<file path="src/hw/spbm_pkg.sv">
// spbm_pkg: shared constants and types for the byte-mode serial port pair
// assumes: 40 MHz core clock on both ends, link pins carried by spbm_link_if
package spbm_pkg;
	////////////////////////////////////////////////////////////////////////////
	// register map of the slave end (byte addresses, one word each)
	localparam logic [31:0] SPBM_OFS_CTRL   = 32'h0000_0000;
	localparam logic [31:0] SPBM_OFS_BUF0   = 32'h0000_0004;
	localparam logic [31:0] SPBM_OFS_STAT   = 32'h0000_0008;
	localparam logic [31:0] SPBM_OFS_CLR    = 32'h0000_000c;
	localparam logic [31:0] SPBM_OFS_EN     = 32'h0000_0010;
	localparam logic [31:0] SPBM_OFS_SHARED = 32'h3ff0_0020;
	// field positions
	localparam int SPBM_NSRC       = 5;  // interrupt sources
	localparam int SPBM_EN_POS     = 5;  // enables sit above the flags in ctrl
	localparam int SPBM_SRC_DONE   = 0;  // transfer complete
	localparam int SPBM_SRC_RDBUF  = 3;  // master read the buffer
	localparam int SPBM_SRC_WRBUF  = 4;  // master wrote the buffer
	localparam int SPBM_SH_PEER    = 4;  // shared flags: first serial port
	localparam int SPBM_SH_OWN     = 7;  // shared flags: this (second) port
	localparam int SPBM_SH_AUDIO   = 9;  // shared flags: audio serial unit
	// reset values
	localparam logic [4:0]  SPBM_FLAGS_RST = 5'h00;
	localparam logic [4:0]  SPBM_EN_RST    = 5'h00;
	localparam logic [31:0] SPBM_BUF0_RST  = 32'h0000_0000;
	// frame layout and command codes (low three command bits)
	localparam int         SPBM_CMD_BITS   = 8;   // 7 command bits + 1 address bit
	localparam int         SPBM_FRAME_BITS = 16;
	localparam logic [2:0] SPBM_OP_RECV    = 3'h2;
	localparam logic [2:0] SPBM_OP_SEND    = 3'h3;
	localparam logic [2:0] SPBM_OP_DUPLEX  = 3'h6;
	// master timing: serial clock is a quarter of the core clock
	localparam int SPBM_CLK_DIV  = 4;
	localparam int SPBM_TAIL_CS  = 6;  // cycles after last bit before select rises
	localparam int SPBM_TAIL_END = 9;  // cycles after last bit until ready again
	localparam int SPBM_CAP_DLY  = 4;  // cycles from rising clock to miso capture
	// master request kinds
	typedef enum logic [1:0] {
		SPBM_KIND_BYTE  = 2'h0,
		SPBM_KIND_NINE  = 2'h1,
		SPBM_KIND_FRAME = 2'h2
	} spbm_kind_type;
endpackage

</file>
<file path="src/hw/spbm_link_if.sv">
// spbm_link_if: four-wire serial link between the master end and the slave end
// assumes: miso is driven by the slave only; the bench joins the two modports
`timescale 1ns/100ps
interface spbm_link_if;
	logic sclk;   // serial clock, idles low
	logic cs_n;   // chip select, active low
	logic mosi;   // master to slave data
	logic miso;   // slave to master data
	modport ctl (output sclk, output cs_n, output mosi, input miso);
	modport per (input sclk, input cs_n, input mosi, output miso);
endinterface

</file>
<file path="src/hw/spbm_port_end.sv">
// spbm_port_end: byte-mode slave port with buffer word, flags and interrupt
// assumes: link pins from another domain, register port on clk_in
`timescale 1ns/100ps
module spbm_port_end
	import spbm_pkg::*;
(
	input  wire logic        clk_in,
	input  wire logic        rst_in,
	input  wire logic        ce_in,
	input  wire logic [31:0] reg_addr_in,
	input  wire logic [31:0] reg_wdata_in,
	input  wire logic        reg_wr_in,
	input  wire logic        reg_rd_in,
	input  wire logic        peer_irq_in,
	input  wire logic        audio_irq_in,
	output logic [31:0]      reg_rdata_out,
	output logic             irq_out,
	spbm_link_if.per         link
);
	typedef enum logic [2:0] {
		PS_CMD  = 3'b001,
		PS_DATA = 3'b010,
		PS_SKIP = 3'b100
	} spbm_ps_type;

	spbm_ps_type state_r;
	logic [2:0]  sclk_sync_r;   // [0] first stage, [2] edge history
	logic [1:0]  cs_sync_r;
	logic [1:0]  mosi_sync_r;
	logic [3:0]  cnt_r;
	logic [6:0]  rx_r;
	logic [2:0]  op_r;
	logic [7:0]  tx_r;
	logic        miso_r;
	logic [31:0] buf0_r;
	logic [4:0]  flags_r;
	logic [4:0]  flags_nxt;
	logic [4:0]  en_r;
	logic        rise;
	logic        fall;
	logic        cs_idle;
	logic [7:0]  byte_in;
	logic        cmd_ok;
	logic        frame_end;
	logic        do_recv;
	logic        do_send;
	logic [4:0]  flag_set;
	logic        wr_ctrl;
	logic        wr_buf0;
	logic        wr_clr;
	logic        wr_en;

	////////////////////////////////////////////////////////////////////////////
	// pin synchronisers; the second stage is looked at, plus a third sclk stage for edges
	always_ff @(posedge clk_in or posedge rst_in) begin
		if (rst_in) begin
			sclk_sync_r <= 3'h0;
			cs_sync_r   <= 2'h3;
			mosi_sync_r <= 2'h0;
		end else if (ce_in) begin
			sclk_sync_r <= {sclk_sync_r[1:0], link.sclk};
			cs_sync_r   <= {cs_sync_r[0], link.cs_n};
			mosi_sync_r <= {mosi_sync_r[0], link.mosi};
		end
	end

	// edge finding on the synchronised serial clock
	assign rise    = sclk_sync_r[1] && !sclk_sync_r[2];
	assign fall    = !sclk_sync_r[1] && sclk_sync_r[2];
	assign cs_idle = cs_sync_r[1];
	assign byte_in = {rx_r, mosi_sync_r[1]};

	// command byte: low three command bits and a zero address bit
	always_comb begin
		cmd_ok = 1'b0;
		if (!byte_in[0]) begin // address bit must be zero
			case (byte_in[3:1])
				SPBM_OP_RECV, SPBM_OP_SEND, SPBM_OP_DUPLEX: cmd_ok = 1'b1;
				default: cmd_ok = 1'b0;
			endcase
		end
	end

	assign frame_end = (state_r == PS_DATA) && rise && (cnt_r == 4'(SPBM_FRAME_BITS - 1))
		&& !cs_idle;
	assign do_recv   = (op_r == SPBM_OP_RECV) || (op_r == SPBM_OP_DUPLEX);
	assign do_send   = (op_r == SPBM_OP_SEND) || (op_r == SPBM_OP_DUPLEX);

	////////////////////////////////////////////////////////////////////////////
	// frame sequencer, sampled on rising serial clock
	always_ff @(posedge clk_in or posedge rst_in) begin
		if (rst_in) begin
			state_r <= PS_CMD;
			cnt_r   <= 4'h0;
			rx_r    <= 7'h00;
			op_r    <= 3'h0;
		end else if (ce_in) begin
			if (cs_idle) begin
				state_r <= PS_CMD; // deselect always restarts the frame
				cnt_r   <= 4'h0;
			end else if (rise) begin
				rx_r  <= byte_in[6:0];
				cnt_r <= cnt_r + 4'h1;
				case (state_r)
					PS_CMD: begin
						if (cnt_r == 4'(SPBM_CMD_BITS - 1)) begin
							// unknown commands run out the frame with no effect
							state_r <= cmd_ok ? PS_DATA : PS_SKIP;
							op_r    <= byte_in[3:1];
						end
					end
					PS_DATA: begin
						if (cnt_r == 4'(SPBM_FRAME_BITS - 1)) begin
							state_r <= PS_SKIP; // extra bits wait for deselect
						end
					end
					PS_SKIP: cnt_r <= cnt_r;
					default: state_r <= PS_CMD;
				endcase
			end
		end
	end

	////////////////////////////////////////////////////////////////////////////
	// miso: buffer low byte shifted out on falling clock of the data byte
	always_ff @(posedge clk_in or posedge rst_in) begin
		if (rst_in) begin
			tx_r   <= 8'h00;
			miso_r <= 1'b0;
		end else if (ce_in) begin
			if (cs_idle) begin
				miso_r <= 1'b0;
			end else if (fall && (state_r == PS_DATA) && do_send) begin
				if (cnt_r == 4'(SPBM_CMD_BITS)) begin
					miso_r <= buf0_r[7];
					tx_r   <= {buf0_r[6:0], 1'b0};
				end else begin
					miso_r <= tx_r[7];
					tx_r   <= {tx_r[6:0], 1'b0};
				end
			end
		end
	end

	assign link.miso = miso_r;

	////////////////////////////////////////////////////////////////////////////
	// register strobes
	always_comb begin
		wr_ctrl = 1'b0;
		wr_buf0 = 1'b0;
		wr_clr  = 1'b0;
		wr_en   = 1'b0;
		if (reg_wr_in) begin
			if (reg_addr_in == SPBM_OFS_CTRL) begin
				wr_ctrl = 1'b1;
			end else if (reg_addr_in == SPBM_OFS_BUF0) begin
				wr_buf0 = 1'b1;
			end else if (reg_addr_in == SPBM_OFS_CLR) begin
				wr_clr = 1'b1;
			end else if (reg_addr_in == SPBM_OFS_EN) begin
				wr_en = 1'b1;
			end
		end
	end

	// buffer word zero; a received byte wins over a same-cycle write
	always_ff @(posedge clk_in or posedge rst_in) begin
		if (rst_in) begin
			buf0_r <= SPBM_BUF0_RST;
		end else if (ce_in) begin
			if (wr_buf0) begin
				buf0_r <= reg_wdata_in;
			end
			if (frame_end && do_recv) begin
				buf0_r[7:0] <= byte_in; // received byte in low bits
			end
		end
	end

	////////////////////////////////////////////////////////////////////////////
	// sticky flags: hardware set beats any software clear
	always_comb begin
		flag_set = 5'h00;
		if (frame_end) begin // only accepted commands reach here
			flag_set[SPBM_SRC_DONE]  = 1'b1;
			flag_set[SPBM_SRC_WRBUF] = do_recv;
			flag_set[SPBM_SRC_RDBUF] = do_send;
		end
		flags_nxt = flags_r;
		if (wr_ctrl) begin
			flags_nxt = flags_nxt & reg_wdata_in[4:0]; // zero clears
		end
		if (wr_clr) begin
			flags_nxt = flags_nxt & ~reg_wdata_in[4:0];
		end
		flags_nxt = flags_nxt | flag_set;
	end

	always_ff @(posedge clk_in or posedge rst_in) begin
		if (rst_in) begin
			flags_r <= SPBM_FLAGS_RST;
			en_r    <= SPBM_EN_RST;
		end else if (ce_in) begin
			flags_r <= flags_nxt;
			if (wr_ctrl) begin
				en_r <= reg_wdata_in[SPBM_EN_POS +: SPBM_NSRC];
			end else if (wr_en) begin
				en_r <= reg_wdata_in[SPBM_NSRC-1:0];
			end
		end
	end

	// interrupt follows next flag state so it matches the status read
	always_ff @(posedge clk_in or posedge rst_in) begin
		if (rst_in) begin
			irq_out <= 1'b0;
		end else if (ce_in) begin
			irq_out <= |(flags_nxt & (wr_ctrl ? reg_wdata_in[SPBM_EN_POS +: SPBM_NSRC]
				: (wr_en ? reg_wdata_in[SPBM_NSRC-1:0] : en_r)));
		end
	end

	////////////////////////////////////////////////////////////////////////////
	// read data, valid only in the cycle after the read strobe
	always_ff @(posedge clk_in or posedge rst_in) begin
		if (rst_in) begin
			reg_rdata_out <= 32'h0000_0000;
		end else if (ce_in) begin
			reg_rdata_out <= 32'h0000_0000;
			if (reg_rd_in) begin
				if (reg_addr_in == SPBM_OFS_CTRL) begin
					reg_rdata_out <= {22'h0, en_r, flags_r};
				end else if (reg_addr_in == SPBM_OFS_BUF0) begin
					reg_rdata_out <= buf0_r;
				end else if (reg_addr_in == SPBM_OFS_STAT) begin
					reg_rdata_out <= {27'h0, flags_r};
				end else if (reg_addr_in == SPBM_OFS_EN) begin
					reg_rdata_out <= {27'h0, en_r};
				end else if (reg_addr_in == SPBM_OFS_SHARED) begin
					reg_rdata_out[SPBM_SH_PEER]  <= peer_irq_in;
					reg_rdata_out[SPBM_SH_OWN]   <= irq_out;
					reg_rdata_out[SPBM_SH_AUDIO] <= audio_irq_in;
				end
			end
		end
	end
endmodule // spbm_port_end

</file>
<file path="src/flat_wrapper.sv">
// flat-port wrapper written by rule: the top's interface ports become plain ports
module spbm_port_end_flat import spbm_pkg::*;
  (clk_in, rst_in, ce_in, reg_addr_in, reg_wdata_in, reg_wr_in, reg_rd_in, peer_irq_in, audio_irq_in, reg_rdata_out, irq_out, link_sclk, link_cs_n, link_mosi, link_miso);
  spbm_link_if link_i ();
  input  wire logic clk_in;
  input  wire logic rst_in;
  input  wire logic ce_in;
  input  wire logic [31:0] reg_addr_in;
  input  wire logic [31:0] reg_wdata_in;
  input  wire logic reg_wr_in;
  input  wire logic reg_rd_in;
  input  wire logic peer_irq_in;
  input  wire logic audio_irq_in;
  output logic [31:0] reg_rdata_out;
  output logic irq_out;
  input wire logic [$bits(link_i.sclk)-1:0] link_sclk;
  input wire logic [$bits(link_i.cs_n)-1:0] link_cs_n;
  input wire logic [$bits(link_i.mosi)-1:0] link_mosi;
  output wire logic [$bits(link_i.miso)-1:0] link_miso;
  assign link_i.sclk = link_sclk;
  assign link_i.cs_n = link_cs_n;
  assign link_i.mosi = link_mosi;
  assign link_miso = link_i.miso;
  spbm_port_end u_core (.clk_in(clk_in), .rst_in(rst_in), .ce_in(ce_in), .reg_addr_in(reg_addr_in), .reg_wdata_in(reg_wdata_in), .reg_wr_in(reg_wr_in), .reg_rd_in(reg_rd_in), .peer_irq_in(peer_irq_in), .audio_irq_in(audio_irq_in), .reg_rdata_out(reg_rdata_out), .irq_out(irq_out), .link(link_i));
endmodule
</file>
<file path="config.mk">
export PLATFORM = sky130hd
export DESIGN_NAME = spbm_port_end_flat
export DESIGN_NICKNAME = d
export VERILOG_FILES = /design/src/hw/spbm_pkg.sv /design/src/hw/spbm_link_if.sv /design/src/hw/spbm_port_end.sv /design/src/flat_wrapper.sv
export SDC_FILE = /design/constraint.sdc
export NUM_CORES = 1
export LEC_CHECK = 0
export BUFFER_PORTS_ARGS = -buffer_cell sky130_fd_sc_hd__buf_2
export CORE_MARGIN = 2
export CORE_UTILIZATION = 50
export CTS_BUF_LIST = sky130_fd_sc_hd__clkbuf_2 sky130_fd_sc_hd__clkbuf_4 sky130_fd_sc_hd__clkbuf_8
export DETAILED_ROUTE_END_ITERATION = 8
export GPL_TIMING_DRIVEN = 1
export PLACE_DENSITY = 0.74
export SLEW_MARGIN = 20
export SYNTH_ARGS = -nofsm -noshare
export SYNTH_HDL_FRONTEND = slang
export SYNTH_SLANG_ARGS = --single-unit
</file>
<file path="constraint.sdc">
create_clock -name clk_in -period 3.2 [get_ports clk_in]
set_input_delay 0.16 -clock clk_in [delete_from_list [all_inputs] [get_ports clk_in]]
set_output_delay 0.16 -clock clk_in [all_outputs]
set_load 0.01 [all_outputs]
</file>
==> results by stage <==
Status:
- The flow ran to the end, and the final reports show no timing, DRC or antenna violations.

Place:
- The wire-length estimate of the detail-placed layout is 8.58 mm.
- The number of port buffers is 107.
- The cell area after placement is 0.00560 mm^2.
- The global placement routability congestion is 0.936.

Timing:
- The final hold violation count is 0.
- The routed design could run at a clock period as short as 2360 ps.
- For the pin with the worst max-slew slack, the measured transition is 734 ps.
- The highest attainable clock frequency is 0.423 GHz.
- The hold slack is 17.8 ps.
- Setup violations remaining at the end of the flow were counted as 0.
- The max-slew violation count was 0.
- The final sum of negative setup slack is 0 ps.
- Setup repair after global routing left no endpoint under its margin.
- In the finished design, the share of the clock period the worst path needs comes to 0.739.
- For the final database, setup skew stands at 9.81 ps.
- Headroom to the max-slew limit came out at 0.511.

Logic synthesis:
- The per-instance average area after synthesis is 11.3 um^2.
- The number of nets in the synthesized netlist is 512.
- The number of synthesized register bits is 107.
- The commonest cells after synthesis are 104 x sky130_fd_sc_hd__dfrtp_1, 43 x sky130_fd_sc_hd__mux2_2, 42 x sky130_fd_sc_hd__nor2_1.
- The unique cell type count in the Yosys netlist is 51.
- Yosys printed 0 warnings.
- The simple-gate area share of the yosys netlist is 0.149.
- The leading area contributor after synthesis is sky130_fd_sc_hd__dfrtp_1.
- Of the total synthesized cell area, the portion taken by XOR and XNOR cells is 0.00535.
- The number of cells produced by synthesis is 436.
- For this run, the leading register cell type out of synthesis is sky130_fd_sc_hd__dfrtp_1.
- The share of the Yosys chip area taken by registers is 0.546.
- The synthesized-area fraction occupied by ao, oa, aoi and oai cells was 0.161.
- For this run, asynchronously set or reset flops after synthesis account for 1.00.
- The multiplexer area fraction after synthesis is 0.109.
- The number of enable-type register cells in the synthesized netlist is 0.
- The area share of fa/ha/maj cells after synthesis is 0.00509.
- After synthesis, the cell types taking the most area are sky130_fd_sc_hd__dfrtp_1 53%, sky130_fd_sc_hd__mux2_2 9.9%, sky130_fd_sc_hd__a22o_1 4.5%.
- Of the post-synthesis cell area, the dominant cell type holds 0.530.
- The main combinational cell family by area after synthesis is compound AO/OA/AOI/OAI gates.
- The mapped netlist covers 0.00491 mm^2.
- The most used standard cell by instance count after synthesis is sky130_fd_sc_hd__dfrtp_1.

Global route:
- The first-pass GRT wire length is 18.2 mm.
- For this run, the total global-route usage over all layers was measured as 0.220.
- Global routing finished with a remaining overflow of 0.
- The via count of the first global-routing pass is 3644.
- The number of antenna violations at the first check in global routing is 0.
- Entering global routing, the biggest net connects 64 pins.

CTS:
- The clock latency on the worst-skew pair is 360 ps.
- The number of H-tree levels is 3.
- The number of post-CTS setup repair buffers is 0.
- The TritonCTS clock tree is built.
- The maximum buffer depth of the clock tree is 2.
- The post-cts sizing count is 0.
- The clock drives 107 sinks.
- After clock tree synthesis, the clock-pin slew on the worst setup and hold paths is 110 ps.
- TritonCTS created 9 clock buffers.
- The tree is rooted in a sky130_fd_sc_hd__clkbuf_8.

Routing:
- The via-per-instance ratio is 5.70.
- Once detail routing completed, the nets flagged for antenna violations numbered 0.
- The number of violations reported at the end of detailed-routing iteration 0 is 211.
- The first TritonRoute pass finished after 5 iterations.
- In the final routed layout, each cell accounts on average for 16.6 um.
- The number of vias in the routed layout is 3893.
- The wire length reported by the detailed router is 11.4 mm.
- For this run, design rule violations remaining after detail routing come to 0.

Layout:
- The filler cells instantiated in the layout total 837.
- The area of all placed cells without fillers is 0.00583 mm^2.
- In the final layout, the multi-input gates occupy 0.00211 mm^2.
- Relative to the synthesized area, the layout overhead comes to 18.6%.
- The area of all sequential standard cells is 0.00268 mm^2.
- The net count of the finished layout is 621.
- The share of layout cells above drive strength 1 is 0.344.
- The count of inserted antenna diode cells is 0.

Die:
- The total area inside the core boundary comes to 0.00964 mm^2.
- The row count is 36.
- For this configuration, the core starts out at a cell density of 0.510.
- 108 I/O pins were placed.
- Measured along the y axis, the die boundary spans 103 um.
- The die area is 0.0106 mm^2.
- The die width is 103 um.

Worst setup path:
- Data on the critical path is required at its endpoint by 3430 ps.
- The kind of end point of the critical path is a flip-flop.
- The critical setup path kind is in2reg.
- STA classifies the critical path startpoint as an input pin.
- Along the worst path, the maximum fanout reaches 4.
- Data arrives at the worst endpoint at 2590 ps.

Power and ir drop:
- The analysis attributes to cell leakage a power of 2.84 nW.
- The peak supply drop is 0.228 mV.
- The power per cell area is 466 mW/mm^2.

Worst hold path:
- The path type of the worst min-delay path is in2reg.

Run:
- The number of max-cap violations is 0.
what timing repair did:
action	CTS	global route
endpoints found under the hold margin	59	1
hold buffers	1	1
endpoints found under the setup margin	0	0
registers in the layout, indices dropped and copies added, names as in the netlist, 2 cells and up:
name / cells
u_core.buf0_r: 32
u_core.cnt_r: 4
u_core.cs_sync_r: 2
u_core.en_r: 5
u_core.flags_r: 5
u_core.mosi_sync_r: 2
u_core.op_r: 3
u_core.reg_rdata_out: 32
u_core.rx_r: 7
u_core.sclk_sync_r: 3
u_core.state_r: 3
u_core.tx_r: 7
power breakdown:
group,switching (mW),internal [mW]
logic,0.163,0.152
registers,0.0945,1.44
clock network,0.485,0.381
per-layer routing:
layer	share of wire	global-route usage
met1	0.44	0.317
met2	0.47	0.335
met3	0.073	0.0495
met4	0.010	0.0628
met5	0	0
final cells by class:
class	count	share of cell area
clock buffers	9	0.0213
flip-flops and latches	107	0.460
repair buffers	117	0.106
well taps	133	0.0286
clock inverters	7	0.0152
multi-input cells	299	0.362
inverters	11	0.00751
critical path: stages:
cell,delay (ps)
sky130_fd_sc_hd__buf_2,100
sky130_fd_sc_hd__or4_1,590
sky130_fd_sc_hd__or4_1,560
sky130_fd_sc_hd__nor3_1,500
sky130_fd_sc_hd__mux2i_1,260
sky130_fd_sc_hd__a21oi_1,50
sky130_fd_sc_hd__a211oi_1,220
sky130_fd_sc_hd__o221ai_1,140
stage by stage:
step | utilization | power, mW | setup WS, ps | cells
finish | 0.605 | 2.71 | 835 | 683
global route | 0.605 | 2.85 | 778 | 683
CTS | 0.604 | 2.74 | 919 | 682
detailed placement | 0.580 | 1.87 | 546 | 665
global placement | 0.580 | 1.85 | 603 | 665
floorplan | - | 1.74 | 228 | 436
worst paths after layout:
check                           slack [ps]                 endpoint                     from  cells after the start
worst min-delay path                    20        u_core.buf0_r[19]         reg_wdata_in[19]                      2
min in group asynchronous              470        u_core.buf0_r[25]                   rst_in                      3
worst min register to register         500  u_core.reg_rdata_out[6]  u_core.reg_rdata_out[6]                      1
worst max-delay path                   840           u_core.irq_out          reg_addr_in[25]                      8
max in group asynchronous             1900         u_core.buf0_r[0]                   rst_in                      4
worst max register to register        1180           u_core.tx_r[1]        u_core.state_r[0]                      6
cell usage in the layout, fill, tap and decap left out, drive strengths merged, types with 2 or more instances in the layout:
cell type | synthesis | layout
clkbuf | 11 | 9
and3 | 5 | 5
mux2i | 5 | 5
nand2 | 30 | 30
a21boi | 2 | 2
nor4 | 8 | 8
o21ai | 12 | 12
nor2 | 42 | 42
nand2b | 5 | 5
or2 | 5 | 5
nor2b | 3 | 3
o211ai | 2 | 2
dfrtp | 104 | 104
buf | 8 | 115
nand4 | 6 | 6
a22o | 25 | 25
dfstp | 3 | 3
and4 | 2 | 2
o2bb2ai | 10 | 10
ha | 2 | 2
o22a | 3 | 3
o32a | 2 | 2
xor2 | 2 | 2
or4 | 7 | 7
a222oi | 5 | 5
inv | 11 | 15
nor3 | 10 | 10
mux2 | 43 | 43
nand3b | 5 | 5
dlygate4sd3 | 0 | 2
a22oi | 3 | 3
o221ai | 2 | 2
a31oi | 6 | 6
o21a | 2 | 2
a21oi | 12 | 12
nand3 | 7 | 7
a21o | 2 | 2
o22ai | 14 | 14
clkinv | 0 | 2
logic make-up (layout without fill, tap and decap cells):
family,after synthesis,count (layout)
AO/OA/AOI/OAI,107,107
XOR/XNOR,3,3
adder cells (fa/ha/maj),2,2
buffers and inverters,30,144
flip-flops,107,107
multiplexers,48,48
AND/OR/NAND/NOR,139,139
(Power assumes the default switching activity.)
